File: src/common/ipd_map.vh
`ifndef IPD_MAP_VH
`define IPD_MAP_VH
// Word count and index width
`define IPD_WORDS 256
`define IPD_IDXW 8
// Command opcodes
`define IPD_OP_IDENT 8'hA1
`define IPD_OP_IDLE 8'hE3
// Word indices
`define IPD_W_CFG 8'd0
`define IPD_W_SPEC 8'd2
`define IPD_W_SER_LO 8'd10
`define IPD_W_SER_HI 8'd19
`define IPD_W_FW_LO 8'd23
`define IPD_W_MOD_HI 8'd46
`define IPD_W_CAP 8'd49
`define IPD_W_VALID 8'd53
`define IPD_W_DMA_LO 8'd63
`define IPD_W_PIO_HI 8'd68
`define IPD_W_PKT_REL 8'd71
`define IPD_W_SVC_REL 8'd72
`define IPD_W_QDEPTH 8'd75
`define IPD_W_REV_LO 8'd80
`define IPD_W_REV_HI 8'd90
`define IPD_W_HRST 8'd93
`define IPD_W_RMSN 8'd127
`define IPD_W_SEC 8'd128
`define IPD_W_INTEG 8'd255
// Word 0 encodings
`define IPD_TYPE_ATA 2'b00
`define IPD_TYPE_PKT 2'b10
`define IPD_DRQ_3MS 2'b00
`define IPD_DRQ_50US 2'b10
`define IPD_DRQ_RSV 2'b11
`define IPD_PKT_12 2'b00
`define IPD_PKT_16 2'b01
`define IPD_PTYPE_RSV_LO 5'h10
`define IPD_PTYPE_UNKNOWN 5'h1F
// Word 49 bit positions
`define IPD_CAP_IDMA 15
`define IPD_CAP_QUEUE 14
`define IPD_CAP_OVL 13
`define IPD_CAP_IORDY 11
`define IPD_CAP_IORDY_DIS 10
`define IPD_CAP_LBA 9
`define IPD_CAP_DMA 8
// Status bits
`define IPD_ST_BSY 7
`define IPD_ST_DRDY 6
`define IPD_ST_DRQ 3
`define IPD_ST_ERR 0
`define IPD_ER_ABRT 2
`endif

File: src/hw/ipd_word_mux.v
`timescale 1ns/1ps
`include "ipd_map.vh"
module ipd_word_mux (
  // Selected word
  input wire [7:0] idx,
  // Composed and mirrored words
  input wire [15:0] cfg_word,
  input wire [15:0] cap_word,
  input wire [15:0] pkt_rel,
  input wire [15:0] svc_rel,
  input wire [4:0] qdepth,
  input wire ser_en,
  input wire [15:0] mirror_word,
  // Result
  output reg [15:0] word
);
  // -------------------------
  // Word selection by index
  // -------------------------
  function is_mirror;
    input [7:0] i;
    begin
      is_mirror = (i == `IPD_W_SPEC) || (i >= `IPD_W_FW_LO && i <= `IPD_W_MOD_HI) ||
        (i == `IPD_W_VALID) || (i >= `IPD_W_DMA_LO && i <= `IPD_W_PIO_HI) ||
        (i >= `IPD_W_REV_LO && i <= `IPD_W_REV_HI) || (i == `IPD_W_HRST) ||
        (i == `IPD_W_RMSN) || (i == `IPD_W_SEC) || (i == `IPD_W_INTEG);
    end
  endfunction
  always @* begin
    word = 16'h0000; // Reserved words read zero
    if (idx == `IPD_W_CFG) begin
      word = cfg_word;
    end else if (idx == `IPD_W_CAP) begin
      word = cap_word;
    end else if (idx == `IPD_W_PKT_REL) begin
      word = pkt_rel;
    end else if (idx == `IPD_W_SVC_REL) begin
      word = svc_rel;
    end else if (idx == `IPD_W_QDEPTH) begin
      word = {11'h000, qdepth};
    end else if (idx >= `IPD_W_SER_LO && idx <= `IPD_W_SER_HI) begin
      word = ser_en ? mirror_word : 16'h0000;
    end else if (is_mirror(idx)) begin
      word = mirror_word;
    end
  end
endmodule

File: src/hw/ipd_top.v
`timescale 1ns/1ps
`include "ipd_map.vh"
module ipd_top #(
  parameter [15:0] PKT_REL_US = 16'h0000,
  parameter [15:0] SVC_REL_US = 16'h0000
) (
  // Clock and reset
  input wire MCLK,
  input wire RST,
  // Command strobe from the task file logic
  input wire CMD_STB,
  input wire [7:0] CMD_OP,
  // Configuration straps
  input wire PKT_SET,
  input wire [4:0] PERIPH_TYPE,
  input wire REMOVABLE,
  input wire FAST_DRQ,
  input wire PKT16,
  input wire SER_EN,
  input wire PWR_MGMT,
  input wire CAP_IDMA,
  input wire CAP_QUEUE,
  input wire CAP_OVL,
  input wire PIO3_UP,
  input wire IORDY_SUP,
  input wire IORDY_DIS,
  input wire CAP_LBA,
  input wire CAP_DMA,
  input wire [4:0] QDEPTH,
  // Mirrored word source, combinational lookup by index
  output reg [7:0] MIRROR_IDX,
  input wire [15:0] MIRROR_WORD,
  // Data-in port
  output reg [15:0] DATA_OUT,
  output reg DATA_VALID,
  input wire DATA_TAKE,
  // Status
  output reg BUSY,
  output reg DRQ,
  output reg ERR,
  output reg ABORTED,
  output reg DONE,
  output reg IDLE_MODE
);
  // -------------------------
  // State machine
  // -------------------------
  localparam [2:0] S_IDLE = 3'b001;
  localparam [2:0] S_LOAD = 3'b010;
  localparam [2:0] S_SEND = 3'b100;
  // Sequencer state and word index
  reg [2:0] state;
  reg [7:0] idx;
  reg last;
  wire [15:0] cfg_word;
  wire [15:0] cap_word;
  wire [15:0] word;
  // Composed fields of word 0 and word 49
  reg [4:0] ptype;
  reg [1:0] dtype;
  reg [1:0] drq_code;
  reg [1:0] pkt_code;
  reg queue_ok;
  reg iordy_ok;
  // Next values of the sequencer and the outputs
  reg [2:0] next_state;
  reg [7:0] next_idx;
  reg next_last;
  reg [15:0] next_data_out;
  reg next_data_valid;
  reg next_busy;
  reg next_drq;
  reg next_done;
  reg next_err;
  reg next_aborted;
  reg next_idle_mode;
  // Decoded command strobes
  wire idle_cmd;
  wire ident_cmd;
  // Strap snapshot, frozen for the length of one block
  reg snap_pkt;
  reg [4:0] snap_ptype;
  reg snap_rmv;
  reg snap_fast_drq;
  reg snap_pkt16;
  reg snap_ser;
  reg [7:0] snap_cap;
  reg [4:0] snap_qdepth;

  // -------------------------
  // Command decode
  // -------------------------
  // Opcode match qualified by the strobe
  function cmd_hit;
    input stb;
    input [7:0] op;
    input [7:0] code;
    begin
      cmd_hit = stb && (op == code);
    end
  endfunction
  assign idle_cmd = cmd_hit(CMD_STB, CMD_OP, `IPD_OP_IDLE);
  assign ident_cmd = cmd_hit(CMD_STB, CMD_OP, `IPD_OP_IDENT);

  // -------------------------
  // Strap snapshot
  // -------------------------
  // Straps are sampled when an identify command is taken, so a strap
  // that moves mid-block cannot tear word 0 from word 49
  always @(posedge MCLK) begin
    if (RST) begin
      snap_pkt <= 1'b0;
      snap_ptype <= 5'h00;
      snap_rmv <= 1'b0;
      snap_fast_drq <= 1'b0;
      snap_pkt16 <= 1'b0;
      snap_ser <= 1'b0;
      snap_cap <= 8'h00;
      snap_qdepth <= 5'h00;
    end else if (state == S_IDLE && ident_cmd) begin
      snap_pkt <= PKT_SET;
      snap_ptype <= PERIPH_TYPE;
      snap_rmv <= REMOVABLE;
      snap_fast_drq <= FAST_DRQ;
      snap_pkt16 <= PKT16;
      snap_ser <= SER_EN;
      snap_cap <= {CAP_IDMA, CAP_QUEUE, CAP_OVL, PIO3_UP, IORDY_SUP, IORDY_DIS, CAP_LBA, CAP_DMA};
      snap_qdepth <= QDEPTH;
    end
  end

  // -------------------------
  // Word 0 and word 49 composition
  // -------------------------
  always @* begin
    dtype = snap_pkt ? `IPD_TYPE_PKT : `IPD_TYPE_ATA; // Never 11
    ptype = (snap_ptype >= `IPD_PTYPE_RSV_LO && snap_ptype != `IPD_PTYPE_UNKNOWN) ?
      `IPD_PTYPE_UNKNOWN : snap_ptype; // Reserved codes become unknown
    drq_code = snap_fast_drq ? `IPD_DRQ_50US : `IPD_DRQ_3MS;
    pkt_code = snap_pkt16 ? `IPD_PKT_16 : `IPD_PKT_12;
    queue_ok = snap_cap[6] & snap_cap[5];
    iordy_ok = snap_cap[3] | snap_cap[4];
  end
  assign cfg_word = {dtype, 1'b0, ptype, snap_rmv, drq_code, 3'b000, pkt_code};
  assign cap_word = {snap_cap[7], queue_ok, snap_cap[5], 1'b0, iordy_ok, snap_cap[2:0],
    8'h00};

  ipd_word_mux u_mux (
    .idx(idx),
    .cfg_word(cfg_word),
    .cap_word(cap_word),
    .pkt_rel(PKT_REL_US),
    .svc_rel(SVC_REL_US),
    .qdepth(snap_qdepth),
    .ser_en(snap_ser),
    .mirror_word(MIRROR_WORD),
    .word(word)
  );

  // -------------------------
  // Command handling and data-in phase
  // -------------------------
  // Next values of the sequencer and the outputs
  always @* begin
    // Everything except DONE holds unless a state says otherwise; DONE defaults to zero
    next_state = state;
    next_idx = idx;
    next_last = last;
    next_data_out = DATA_OUT;
    next_data_valid = DATA_VALID;
    next_busy = BUSY;
    next_drq = DRQ;
    next_done = 1'b0;
    next_err = ERR;
    next_aborted = ABORTED;
    next_idle_mode = IDLE_MODE;
    case (state)
      S_IDLE: begin
        if (idle_cmd) begin
          // Non-data completion, no DRQ
          next_err = ~PWR_MGMT;
          next_aborted = ~PWR_MGMT;
          next_idle_mode = PWR_MGMT;
          next_done = 1'b1;
        end else if (ident_cmd) begin
          next_err = 1'b0;
          next_aborted = 1'b0;
          next_busy = 1'b1;
          next_idx = 8'h00;
          next_last = 1'b0;
          next_state = S_LOAD;
        end
      end
      S_LOAD: begin
        // Word is offered while DRQ stands
        next_data_out = word;
        next_data_valid = 1'b1;
        next_drq = 1'b1;
        next_busy = 1'b0;
        // Flags the final word so its take ends the block
        next_last = (idx == `IPD_W_INTEG);
        next_state = S_SEND;
      end
      S_SEND: begin
        if (DATA_TAKE) begin
          // Host has taken the word
          next_data_valid = 1'b0;
          if (last) begin
            next_drq = 1'b0;
            next_done = 1'b1;
            next_state = S_IDLE;
          end else begin
            next_idx = idx + 8'h01; // Ascending word order
            next_state = S_LOAD;
          end
        end
      end
      default: begin
        next_state = S_IDLE;
      end
    endcase
  end

  // -------------------------
  // Sequencer registers
  // -------------------------
  // State, word index and the index shown to the mirror source
  always @(posedge MCLK) begin
    if (RST) begin
      state <= S_IDLE;
      idx <= 8'h00;
      last <= 1'b0;
      MIRROR_IDX <= 8'h00;
    end else begin
      state <= next_state;
      idx <= next_idx;
      last <= next_last;
      MIRROR_IDX <= next_idx;
    end
  end

  // -------------------------
  // Data-in port registers
  // -------------------------
  // Word and its valid flag, held until taken
  always @(posedge MCLK) begin
    if (RST) begin
      DATA_OUT <= 16'h0000;
      DATA_VALID <= 1'b0;
    end else begin
      DATA_OUT <= next_data_out;
      DATA_VALID <= next_data_valid;
    end
  end

  // -------------------------
  // Status registers
  // -------------------------
  // Handshake flags of the transfer
  always @(posedge MCLK) begin
    if (RST) begin
      BUSY <= 1'b0;
      DRQ <= 1'b0;
      DONE <= 1'b0;
    end else begin
      BUSY <= next_busy;
      DRQ <= next_drq;
      DONE <= next_done;
    end
  end

  // -------------------------
  // Command result registers
  // -------------------------
  // Result flags; ERR and ABORTED held until the next command, IDLE_MODE until the next idle command
  always @(posedge MCLK) begin
    if (RST) begin
      ERR <= 1'b0;
      ABORTED <= 1'b0;
      IDLE_MODE <= 1'b0;
    end else begin
      ERR <= next_err;
      ABORTED <= next_aborted;
      IDLE_MODE <= next_idle_mode;
    end
  end
endmodule

File: config.mk
export PLATFORM = sky130hd
export DESIGN_NAME = ipd_top
export DESIGN_NICKNAME = d
export VERILOG_FILES = /design/src/hw/ipd_word_mux.v /design/src/hw/ipd_top.v
export VERILOG_INCLUDE_DIRS = /design/src /design/src/common
export SDC_FILE = /design/constraint.sdc
export NUM_CORES = 1
export LEC_CHECK = 0
export BUFFER_PORTS_ARGS = -buffer_cell sky130_fd_sc_hd__clkbuf_2
export CAP_MARGIN = 20
export CORE_MARGIN = 5
export CORE_UTILIZATION = 52
export CTS_BUF_LIST = sky130_fd_sc_hd__clkbuf_4 sky130_fd_sc_hd__clkbuf_8 sky130_fd_sc_hd__clkbuf_16
export DETAILED_ROUTE_END_ITERATION = 16
export PLACE_DENSITY = 0.76
export SLEW_MARGIN = 30
export SYNTH_ARGS = -nofsm -noshare
export SYNTH_HDL_FRONTEND = slang
export SYNTH_HIERARCHICAL = 1
export SYNTH_SLANG_ARGS = --single-unit
File: constraint.sdc
create_clock -name MCLK -period 2.4 [get_ports MCLK]
set_input_delay 0.12 -clock MCLK [delete_from_list [all_inputs] [get_ports MCLK]]
set_output_delay 0.12 -clock MCLK [all_outputs]
set_load 0.02 [all_outputs]
==> results of run 1 <==
==> power groups by stage <==
| stage | Clock (W) | Sequential, W | Combinational (W) |
|---|---|---|---|
| after floorplan | 0 | 0.000968 | 0.0000447 |
| after global placement | 0 | 0.000968 | 0.0000925 |
| after detailed placement | 0 | 0.000968 | 0.0000933 |
| after CTS | 0.000824 | 0.000946 | 0.000112 |
| after global routing | 0.000874 | 0.000941 | 0.000132 |
| final | 0.000821 | 0.000942 | 0.000116 |
==> cells by family after synthesis <==
family                     after synthesis  share of synthesized area
and+or+nand+nor                        185                      0.301
AOI/OAI and AO/OA                      146                      0.284
DFF                                     57                      0.343
buffers and inverters                   38                     0.0670
adders and majority gates                1                    0.00376
other                                    1                    0.00113
==> flip-flops by register name (all words and copies together) (netlist names) <==
signal         cells
ABORTED            1
BUSY               1
DATA_OUT          16
DATA_VALID         1
DONE               1
DRQ                1
IDLE_MODE          1
idx                8
last               1
snap_cap           8
snap_fast_drq      1
snap_pkt           1
snap_pkt16         1
snap_ptype         5
snap_qdepth        5
snap_rmv           1
snap_ser           1
state              3
==> what timing repair did <==
item                       4_1_cts  5_1_grt
gates resized for setup          3       14
hold buffers                    14        1
hold endpoints to repair        14        1
setup endpoints to repair        8       16
pin swaps                        0        1
==> routing by layer <==
metal / GRT usage / share of wire
met5: 0 / 0
met4: 0.0980 / 0.025
met3: 0.0584 / 0.063
met2: 0.390 / 0.47
met1: 0.298 / 0.44
==> worst paths after layout <==
check | depth (start not counted) | to | from
hold / removal | 3 | snap_ptype[4] | PERIPH_TYPE[4]
hold reg to reg | 2 | snap_cap[4] | snap_cap[4]
setup reg to reg | 8 | DATA_OUT[10] | idx[0]
setup / recovery | 8 | DATA_OUT[10] | idx[0]
==> cells in the mapped netlist (all sizes together), types with 2 or more instances <==
master and number:
nand2 94, dfxtp 57, a21oi 55, o21ai 34
clkbuf 18, nor2 17, buf 16, a221oi 13
a22oi 11, or2 10, nand3 9, nand2b 8
or4b 7, nand4 6, nor2b 6, nor3 6
o22ai 5, and3 4, inv 4, nor4 4
a211oi 3, a221o 3, a311oi 3, a31oi 3
a32oi 3, a222oi 2, a22o 2, a32o 2
nor3b 2, o211ai 2, or3 2, or4 2
==> final cells by class <==
class	instances	area, um^2
inverters	4	15.0
fillers	544	1890
flip-flops and latches	57	1160
clock inverters	6	41.3
multi-input cells	391	2200
repair buffers	120	737
well taps	77	96.3
clock buffers	10	138
==> critical path: cells and delay by family (launching register included) <==
kind	cells	cell delay [ns]
AOI/OAI and AO/OA	3	0.44
DFF	1	0.37
and+or+nand+nor	5	1.32
==> metrics by stage <==
step           cells  setup TNS, ns
2_1_floorplan    486              0
3_3_place_gp     634              0
3_5_place_dp     634         -0.299
4_1_cts          664              0
5_1_grt          665        -0.0679
6_report         665              0
==> cell usage in the layout (no fill, tap or decap), drive strengths merged, types with 5 or more instances in the layout <==
| cell | n |
|---|---|
| a21oi | 55 |
| a221oi | 13 |
| a22oi | 11 |
| buf | 23 |
| clkbuf | 92 |
| conb | 59 |
| dfxtp | 57 |
| dlygate4sd3 | 15 |
| inv | 5 |
| nand2 | 94 |
| nand2b | 8 |
| nand3 | 9 |
| nand4 | 6 |
| nor2 | 17 |
| nor2b | 6 |
| nor3 | 6 |
| o21ai | 34 |
| o22ai | 5 |
| or2 | 10 |
| or4b | 7 |
==> metrics.txt, run 1 <==
min cycle time layout ~2.3 ns; synthesized instance count around 430; WS Path Type reg -> reg; Sw Share 0.253; DR vias/cell roughly 5.4; Synth Cell Area 3320 um^2; initial antenna violation count 0; P per Cell Area between 400 and 500 nW/um^2; CTS clk-pin slew, worst paths 0.08 ns; 1st-iter DRT viols around 400; synth warn 6; grt ovf 0; MaxCap Viol Count 0; post-synthesis register bit count 57; Total GRT Usage 0.238; share of cells above drive strength 1 0.282; Antenna Cells 0; die area around 8000 um^2; Setup WS post-layout about 0.15 ns; total CTS buffers 9; Leakage roughly 1.8 nW; Max Freq between 0.4 and 0.5 GHz; Max stage delay on crit path between 0.4 and 0.5 ns; final setup skew about 0.013 ns; io pins 83; root buf cell clkbuf_8; Worst Tran Pin Value about 0.55 ns; Max IR drop VDD 0.346 mV; clock tree from TritonCTS done; worst-path cell chain and3_2 -> and3_2 -> o2111a_1 -> nor4_2 -> nand2b_2 -> o21ai_0 -> nand2_1 -> a21oi_1; Synth Area per Inst approximately 7.8 um^2; placed cell area ~4000 um^2; Core Region about 6300 um^2; initial core utilization 0.530; Reg power frac 0.501; overall routed net length around 9400 um; Util after Layout 0.699; first-pass GRT wire length between 15000 and 20000 um; DRT antenna net count 0; Gate power share 0.062; area added between synthesis and finish 31.9%; worst hold path class in -> reg; num rows 29; vias 3592; sequential area share after synthesis 0.343; Total Power approximately 0.0019 W; Top FF cell, synth dfxtp_1; Post-synth ARST share 0; CP Launch Type flop; largest cells by area after synthesis dfxtp_1 34%, nand2_1 11%, a21oi_1 8.3%, o21ai_0 3.5%, a221oi_1 3.4%; leading area contributor after synthesis dfxtp_1; largest net degree at the start of global routing 32; GP Congestion around 0.92; vias in the first global route 3533; crit path DAT around 2.5 ns; period utilization 0.938; maximum clock path buffer count 2; Critical-path top delay cell nor4_2; # port buffers 82; router iterations before antenna repair 5; status finished, final reports clean; Final Setup Violations 0; TritonCTS sink count 57; die width about 90 um; WL/cell between 10 and 15 um; CP endpoint kind flop; Sw Pwr 0.000476 W; Die Span Y about 90 um; RSZ-0062 raised after global routing true; Finished Cell Area ~4400 um^2; EDFF count, synth 0; H-tree depth 3; DRC viols 0; post-DP HPWL between 6000 and 7000 um; worst-skew pair later-pin latency approximately 0.35 ns; Critical Path RT between 2 and 3 ns; Min Hold Slack about 0.0072 ns; setup slack, reg-to-reg 0.15 ns; Final Hold Vio Count 0; pre-CTS WS -0.0735 ns; Clk network pwr share 0.437; Max Transition Viols Final 0; Max-slew headroom 0.635; post-synth top area share 0.343; Synth cell types 63; Worst path most repeated cell and3_2; internal power 0.00140 W; nets@finish ~640; Post-CTS Repair Setup Buffers 0; worst-path fanout max 11
No activity file was read; power rests on OpenSTA's default activity.
==> inputs of run 2 (changes only) <==
--- a/config.mk
+++ b/config.mk
@@ -8,7 +8,7 @@
 export LEC_CHECK = 0
 export BUFFER_PORTS_ARGS = -buffer_cell sky130_fd_sc_hd__clkbuf_2
 export CAP_MARGIN = 20
-export CORE_MARGIN = 5
+export CORE_MARGIN = 1.5
 export CORE_UTILIZATION = 52
 export CTS_BUF_LIST = sky130_fd_sc_hd__clkbuf_4 sky130_fd_sc_hd__clkbuf_8 sky130_fd_sc_hd__clkbuf_16
 export DETAILED_ROUTE_END_ITERATION = 16
==> run 2 against run 1 <==
Clock skew down 0.0069 ns. Critical path depth unchanged. Hold slack better by 0.00093 ns. Non-clock buffer count down 6. Cell area down 0.86%. Register-to-register slack about the same. Clock-buffer cell count up 1. Die area down 15%. Sequential power about the same. Flip-flop and latch count unchanged. Routed wire length down 2.9%. Critical endpoint is now DATA_OUT[1]. Largest power group unchanged. Highest routed layer unchanged.
==> metrics.txt, run 2 (same netlist as run 1, synthesis figures left out) <==
most common cell after layout, fill and taps aside nand2_1; Final Hold Vio Count 0 (unchanged); initial antenna violation count 0 (unchanged); Critical Path RT 2.68 ns (+0.05 ns); Final Setup Violations 0 (unchanged); Total Power 0.00199 W (+5.8%); total CTS buffers 9 (unchanged); DR vias/cell 5.47 (+1.4%); number of flip-flops in the largest register 16 (unchanged); final cell count without fillers 657 (-1.2%); maximum clock path buffer count 2 (unchanged); Antenna Cells 0 (unchanged); final setup skew 0.00617 ns (-0.00686 ns); grt ovf 0 (unchanged); CP endpoint kind flop; vias in the first global route 3360 (-4.9%); Util after Layout 0.717 (+0.0188); most frequent cells in the layout 93 x nand2_1, 82 x clkbuf_2, 59 x conb_1, 55 x a21oi_1, 50 x dfxtp_1; FF-to-FF Start idx[4]; overall routed net length 9160 um (-2.9%); Cells on Worst Hold Path 3 (unchanged); crit path DAT 2.53 ns (+0.04 ns); MaxCap Viol Count 0 (unchanged); io pins 83 (unchanged); placed cell area 4030 um^2 (+0.44%); DRC viols 0 (unchanged); Critical-path top delay cell or4b_1; CP Launch Type flop; Worst Hold Path EP snap_ptype[2]; num rows 28 (-3.4%); RSZ-0062 raised after global routing false; H-tree depth 3 (unchanged); Max Transition Viols Final 0 (unchanged); worst-skew pair later-pin latency 0.34 ns (about the same); Total GRT Usage 0.265 (+0.0274); Max IR drop VDD 0.414 mV (+20%); die width 83.0 um (-7.8%); vias 3597 (+0.14%); Core Region 6060 um^2 (-3.4%); Post-CTS Repair Setup Buffers 0 (unchanged); worst path bufs/invs 0 (unchanged); Leakage 1.79 nW (+0.54%); Max Freq 0.445 GHz (+0.16%); clock tree from TritonCTS done; TritonCTS sink count 57 (unchanged); 1st-iter DRT viols 254 (-37%); top flop regs DATA_OUT x16, idx x8, snap_cap x8; final setup TNS 0 ns (unchanged); Finished Cell Area 4350 um^2 (-0.86%); WS Path Type reg -> reg; first-pass GRT wire length 15000 um (-7.3%); min-delay src PERIPH_TYPE[2]; reg2reg path depth 8 (unchanged); status finished, final reports clean; Max stage delay on crit path 0.53 ns (+0.07 ns); Die Span Y 83.0 um (-7.8%); CP delay by family, top simple AND/OR/NAND/NOR gates; worst hold path class in -> reg; share of cells above drive strength 1 0.284 (+0.00119); WL/cell 13.9 um (-1.7%); nets@finish 630 (-0.94%); min cycle time layout 2.25 ns (-0.00353 ns); period utilization 0.937 (-0.00147); root buf cell clkbuf_8; largest net degree at the start of global routing 36 (+13%); area added between synthesis and finish 30.8%; worst-path fanout max 15 (+4); Most flops, register DATA_OUT; # port buffers 82 (unchanged); Max-slew headroom 0.512 (-0.123); die area 6880 um^2 (-15%); P per Cell Area 457 nW/um^2 (+6.8%); GP Congestion 0.873 (-4.8%); setup slack, reg-to-reg 0.15 ns (about the same); fill count 533 (-2.0%); Worst Tran Pin Value 0.732 ns (+0.184 ns); initial core utilization 0.549 (+0.0189); router iterations before antenna repair 5 (unchanged); worst-path cell chain nand2b_1 -> or2_1 -> a211oi_2 -> nor4_4 -> or4b_1 -> a32oi_1 -> nand2_1 -> a21oi_1; CTS clk-pin slew, worst paths 0.07 ns (about the same); DRT antenna net count 0 (unchanged); post-DP HPWL 6550 um (-2.8%); Reg-to-Reg End DATA_OUT[1]; DP Cell Count 633 (-0.16%)
run 2: cell count changes in the layout (fill, tap and decap cells not counted), moves of 2 or more:
cell and change:
dlygate4sd3_1 -7, clkinvlp_4 -3, dfxtp_4 -3, dfxtp_2 +2
run 2: how the worst max path moves through the flow:
stage / startpoint / end / slack [ns] / depth (start not counted)
2_1_floorplan: idx[3] / DATA_OUT[0] / 0.17 / 9
3_3_place_gp: idx[1] / DATA_OUT[10] / 0.10 / 9
3_5_place_dp: idx[0] / DATA_OUT[12] / 0.09 / 9
4_1_cts: idx[1] / DATA_OUT[12] / 0.03 / 9
5_1_grt: idx[4] / DATA_OUT[0] / 0.02 / 8
6_report: idx[4] / DATA_OUT[1] / 0.15 / 8
run 2: metrics by stage:
step | setup WS [ns] | hold slack [ns]
after CTS | 0.0310 | 0.000281
after global routing | 0.0199 | 0.0103
final | 0.152 | 0.00810
after floorplan | 0.168 | 0.241
after detailed placement | 0.0910 | 0.352
after global placement | 0.103 | 0.346
run 2: where the power goes:
group | switching [W] | leakage (nW) | internal, W
logic | 0.0000544 | 1.22 | 0.0000531
clock network | 0.000404 | 0.109 | 0.000532
registers | 0.000000344 | 0.463 | 0.000945
total | 0.000459 | 1.79 | 0.00153
run 2: repair_timing:
item / CTS / global route
hold buffers: 8 / 0
setup endpoints to repair: 0 / 16
gates resized for setup: 0 / 11
endpoints found under the hold margin: 8 / 0
run 2: final cells by class:
cell class	count	area, um^2	share of cell area
Timing Repair Buffer	114	683	0.157
Sequential cell	57	1150	0.265
Tap cell	75	93.8	0.0216
Clock buffer	11	151	0.0348
Multi-Input combinational cell	391	2200	0.506
Inverter	4	15.0	0.00345
Clock inverter	5	53.8	0.0124
run 2: layer usage:
layer / vias up / wire length, um / GRT usage
li1: 1807 / - / -
met1: 1665 / 4200 / 0.328
met2: 117 / 4290 / 0.453
met3: 8 / 575 / 0.0736
met4: 0 / 87 / 0.0712
met5: - / 0 / 0
run 2: tightest hold or removal path, cell delays in order:
cell	delay, ns
clkbuf_2	0.08
nand2_1	0.05
a21oi_1	0.05
==> inputs of run 3 (changes only) <==
--- a/config.mk
+++ b/config.mk
@@ -6,13 +6,13 @@
 export SDC_FILE = /design/constraint.sdc
 export NUM_CORES = 1
 export LEC_CHECK = 0
-export BUFFER_PORTS_ARGS = -buffer_cell sky130_fd_sc_hd__clkbuf_2
 export CAP_MARGIN = 20
 export CORE_MARGIN = 1.5
-export CORE_UTILIZATION = 52
+export CORE_UTILIZATION = 60
 export CTS_BUF_LIST = sky130_fd_sc_hd__clkbuf_4 sky130_fd_sc_hd__clkbuf_8 sky130_fd_sc_hd__clkbuf_16
 export DETAILED_ROUTE_END_ITERATION = 16
-export PLACE_DENSITY = 0.76
+export DONT_BUFFER_PORTS = 1
+export PLACE_DENSITY = 0.74
 export SLEW_MARGIN = 30
 export SYNTH_ARGS = -nofsm -noshare
 export SYNTH_HDL_FRONTEND = slang
==> run 3 against run 2 <==
Non-clock buffer count shrank 61. Die area down 13%. Critical path depth unchanged. Combinational power is 15% lower. Total power up 10%. Clock skew grew 0.00070 ns. Clock-buffer cell count fell by 1. Cell area decreased by 4.0%. Worst setup slack got worse by 0.023 ns. Sequential power barely moved. Largest cell class unchanged.
==> metrics.txt, run 3 (same netlist as run 1, synthesis figures left out) <==
largest net degree at the start of global routing 55 (+53%); crit path DAT 2.55 ns (+0.02 ns); share of cells above drive strength 1 0.167 (-0.117); Reg-to-Reg End DATA_OUT[2]; router iterations before antenna repair 5 (unchanged); Core Region 5240 um^2 (-14%); Max Freq 0.440 GHz (-1.0%); WP depth 8 (unchanged); H-tree depth 3 (unchanged); Final Setup Violations 0 (unchanged); DRT antenna net count 0 (unchanged); Critical Path Sink DATA_OUT[2]; GP Congestion 0.850 (-2.6%); Critical Path RT 2.68 ns (about the same); CP endpoint kind flop; crit path from idx[0]; FF-to-FF Start idx[0]; TritonCTS sink count 57 (unchanged); Critical-path top delay cell or4b_1; maximum clock path buffer count 2 (unchanged); Max stage delay on crit path 0.55 ns (+0.02 ns); CTS clk-pin slew, worst paths 0.07 ns (about the same); Setup WS post-layout 0.128 ns (-0.0234 ns); num rows 26 (-7.1%); io pins 83 (unchanged); clock tree from TritonCTS done; 1st-iter DRT viols 321 (+26%); WL/cell 17.9 um (+28%); pre-CTS WS 0.0657 ns (-0.0253 ns); RSZ-0062 raised after global routing false; initial antenna violation count 0 (unchanged); CP delay by family, top simple AND/OR/NAND/NOR gates; DRC viols 0 (unchanged); overall routed net length 10600 um (+15%); final setup TNS 0 ns (unchanged); Total GRT Usage 0.358 (+0.0930); # port buffers 0 (-100%); setup slack, reg-to-reg 0.13 ns (-0.02 ns); total CTS buffers 9 (unchanged); die width 77.4 um (-6.7%); min cycle time layout 2.27 ns (+0.0234 ns); most common cell after layout, fill and taps aside nand2_1; Die Span Y 77.4 um (-6.7%); vias 3578 (-0.53%); top flop regs DATA_OUT x16, idx x8, snap_cap x8; Final Hold Vio Count 0 (unchanged); vias in the first global route 3471 (+3.3%); DR vias/cell 6.05 (+11%); initial core utilization 0.635 (+0.0862); worst-path cell chain nor2b_1 -> nand4_1 -> a31oi_1 -> nor4_2 -> or4b_1 -> a32oi_1 -> nand2_1 -> a21oi_1; Cells on Worst Hold Path 4 (+1); most frequent cells in the layout 93 x nand2_1, 59 x conb_1, 55 x a21oi_1, 49 x dfxtp_1, 26 x buf_4; number of flip-flops in the largest register 16 (unchanged); Antenna Cells 0 (unchanged); post-DP HPWL 6170 um (-5.8%); Leakage 1.53 nW (-14%); worst-skew pair later-pin latency 0.34 ns (about the same); period utilization 0.947 (+0.00975); status finished, final reports clean; Most flops, register DATA_OUT; WS Path Type reg -> reg; root buf cell clkbuf_8; area added between synthesis and finish 25.6%; final setup skew 0.00687 ns (+0.000702 ns); MaxCap Viol Count 0 (unchanged); reg2reg path depth 8 (unchanged); worst-path fanout max 11 (-4); Max Transition Viols Final 0 (unchanged); worst hold path class in -> reg; Max IR drop VDD 0.443 mV (+7.0%); first-pass GRT wire length 16800 um (+12%); die area 6000 um^2 (-13%); worst path bufs/invs 0 (unchanged); P per Cell Area 526 nW/um^2 (+15%); grt ovf 0 (unchanged); CP Launch Type flop; nets@finish 569 (-9.7%)
## run 3: cell types whose count changed in the layout (fill, tap and decap cells not counted), moves of 2 or more
cell           change
clkinv_2           -3
clkinvlp_4         +2
buf_4              +3
dfxtp_2            +2
dlygate4sd3_1     +17
clkbuf_2          -82
bufinv_16          +2
## run 3: power by group
group          leakage [nW]  internal (W)  switching (W)   total, W
logic                 0.952     0.0000456      0.0000464  0.0000920
registers             0.463      0.000946    0.000000624   0.000946
clock network         0.119      0.000722       0.000434    0.00116
total                  1.53       0.00171       0.000481    0.00219
## run 3: per-layer routing
layer	track usage	share of wire	vias up
li1	-	-	1685
met1	0.448	0.41	1640
met4	0.149	0.033	0
met5	0	0	-
met2	0.600	0.47	213
met3	0.0694	0.089	40
## run 3: cell type report
cell class / count / area (um^2)
repair buffers: 53 / 485
flip-flops and latches: 57 / 1150
well taps: 70 / 87.6
clock inverters: 6 / 114
inverters: 4 / 15.0
multi-input cells: 391 / 2180
clock buffers: 10 / 138
fillers: 349 / 1060
## run 3: timing repair
| action | 4_1_cts | 5_1_grt |
|---|---|---|
| setup endpoints to repair | 0 | 6 |
| hold buffers | 26 | 0 |
| setup buffers | 0 | 0 |
| hold endpoints to repair | 55 | 0 |
| gates resized for setup | 0 | 9 |
## run 3: metrics by stage
step	std cells	hold WS, ns	util	total power, W	area [um^2]
after detailed placement	549	0.198	0.694	0.00100	3640
final	591	0.0327	0.797	0.00219	4170
after global routing	591	0.0483	0.797	0.00225	4170
after global placement	549	0.195	0.694	0.00100	3640
after CTS	591	0.0254	0.794	0.00219	4160
after floorplan	486	0.241	-	0.00101	3540
## run 3: worst min-delay path by stage
stage | slack (ns) | startpoint | endpoint
6_report | 0.03 | MIRROR_WORD[5] | DATA_OUT[5]
2_1_floorplan | 0.24 | RST | state[0]
3_3_place_gp | 0.19 | RST | idx[0]
5_1_grt | 0.05 | MIRROR_WORD[5] | DATA_OUT[5]
4_1_cts | 0.03 | MIRROR_WORD[5] | DATA_OUT[5]
3_5_place_dp | 0.20 | RST | idx[1]
## run 3: worst reg2reg max path, delay by kind of cell (launching register included)
kind / cells / cell delay, ns
flip-flops: 1 / 0.44
AO/OA/AOI/OAI: 3 / 0.64
AND/OR/NAND/NOR: 5 / 1.12
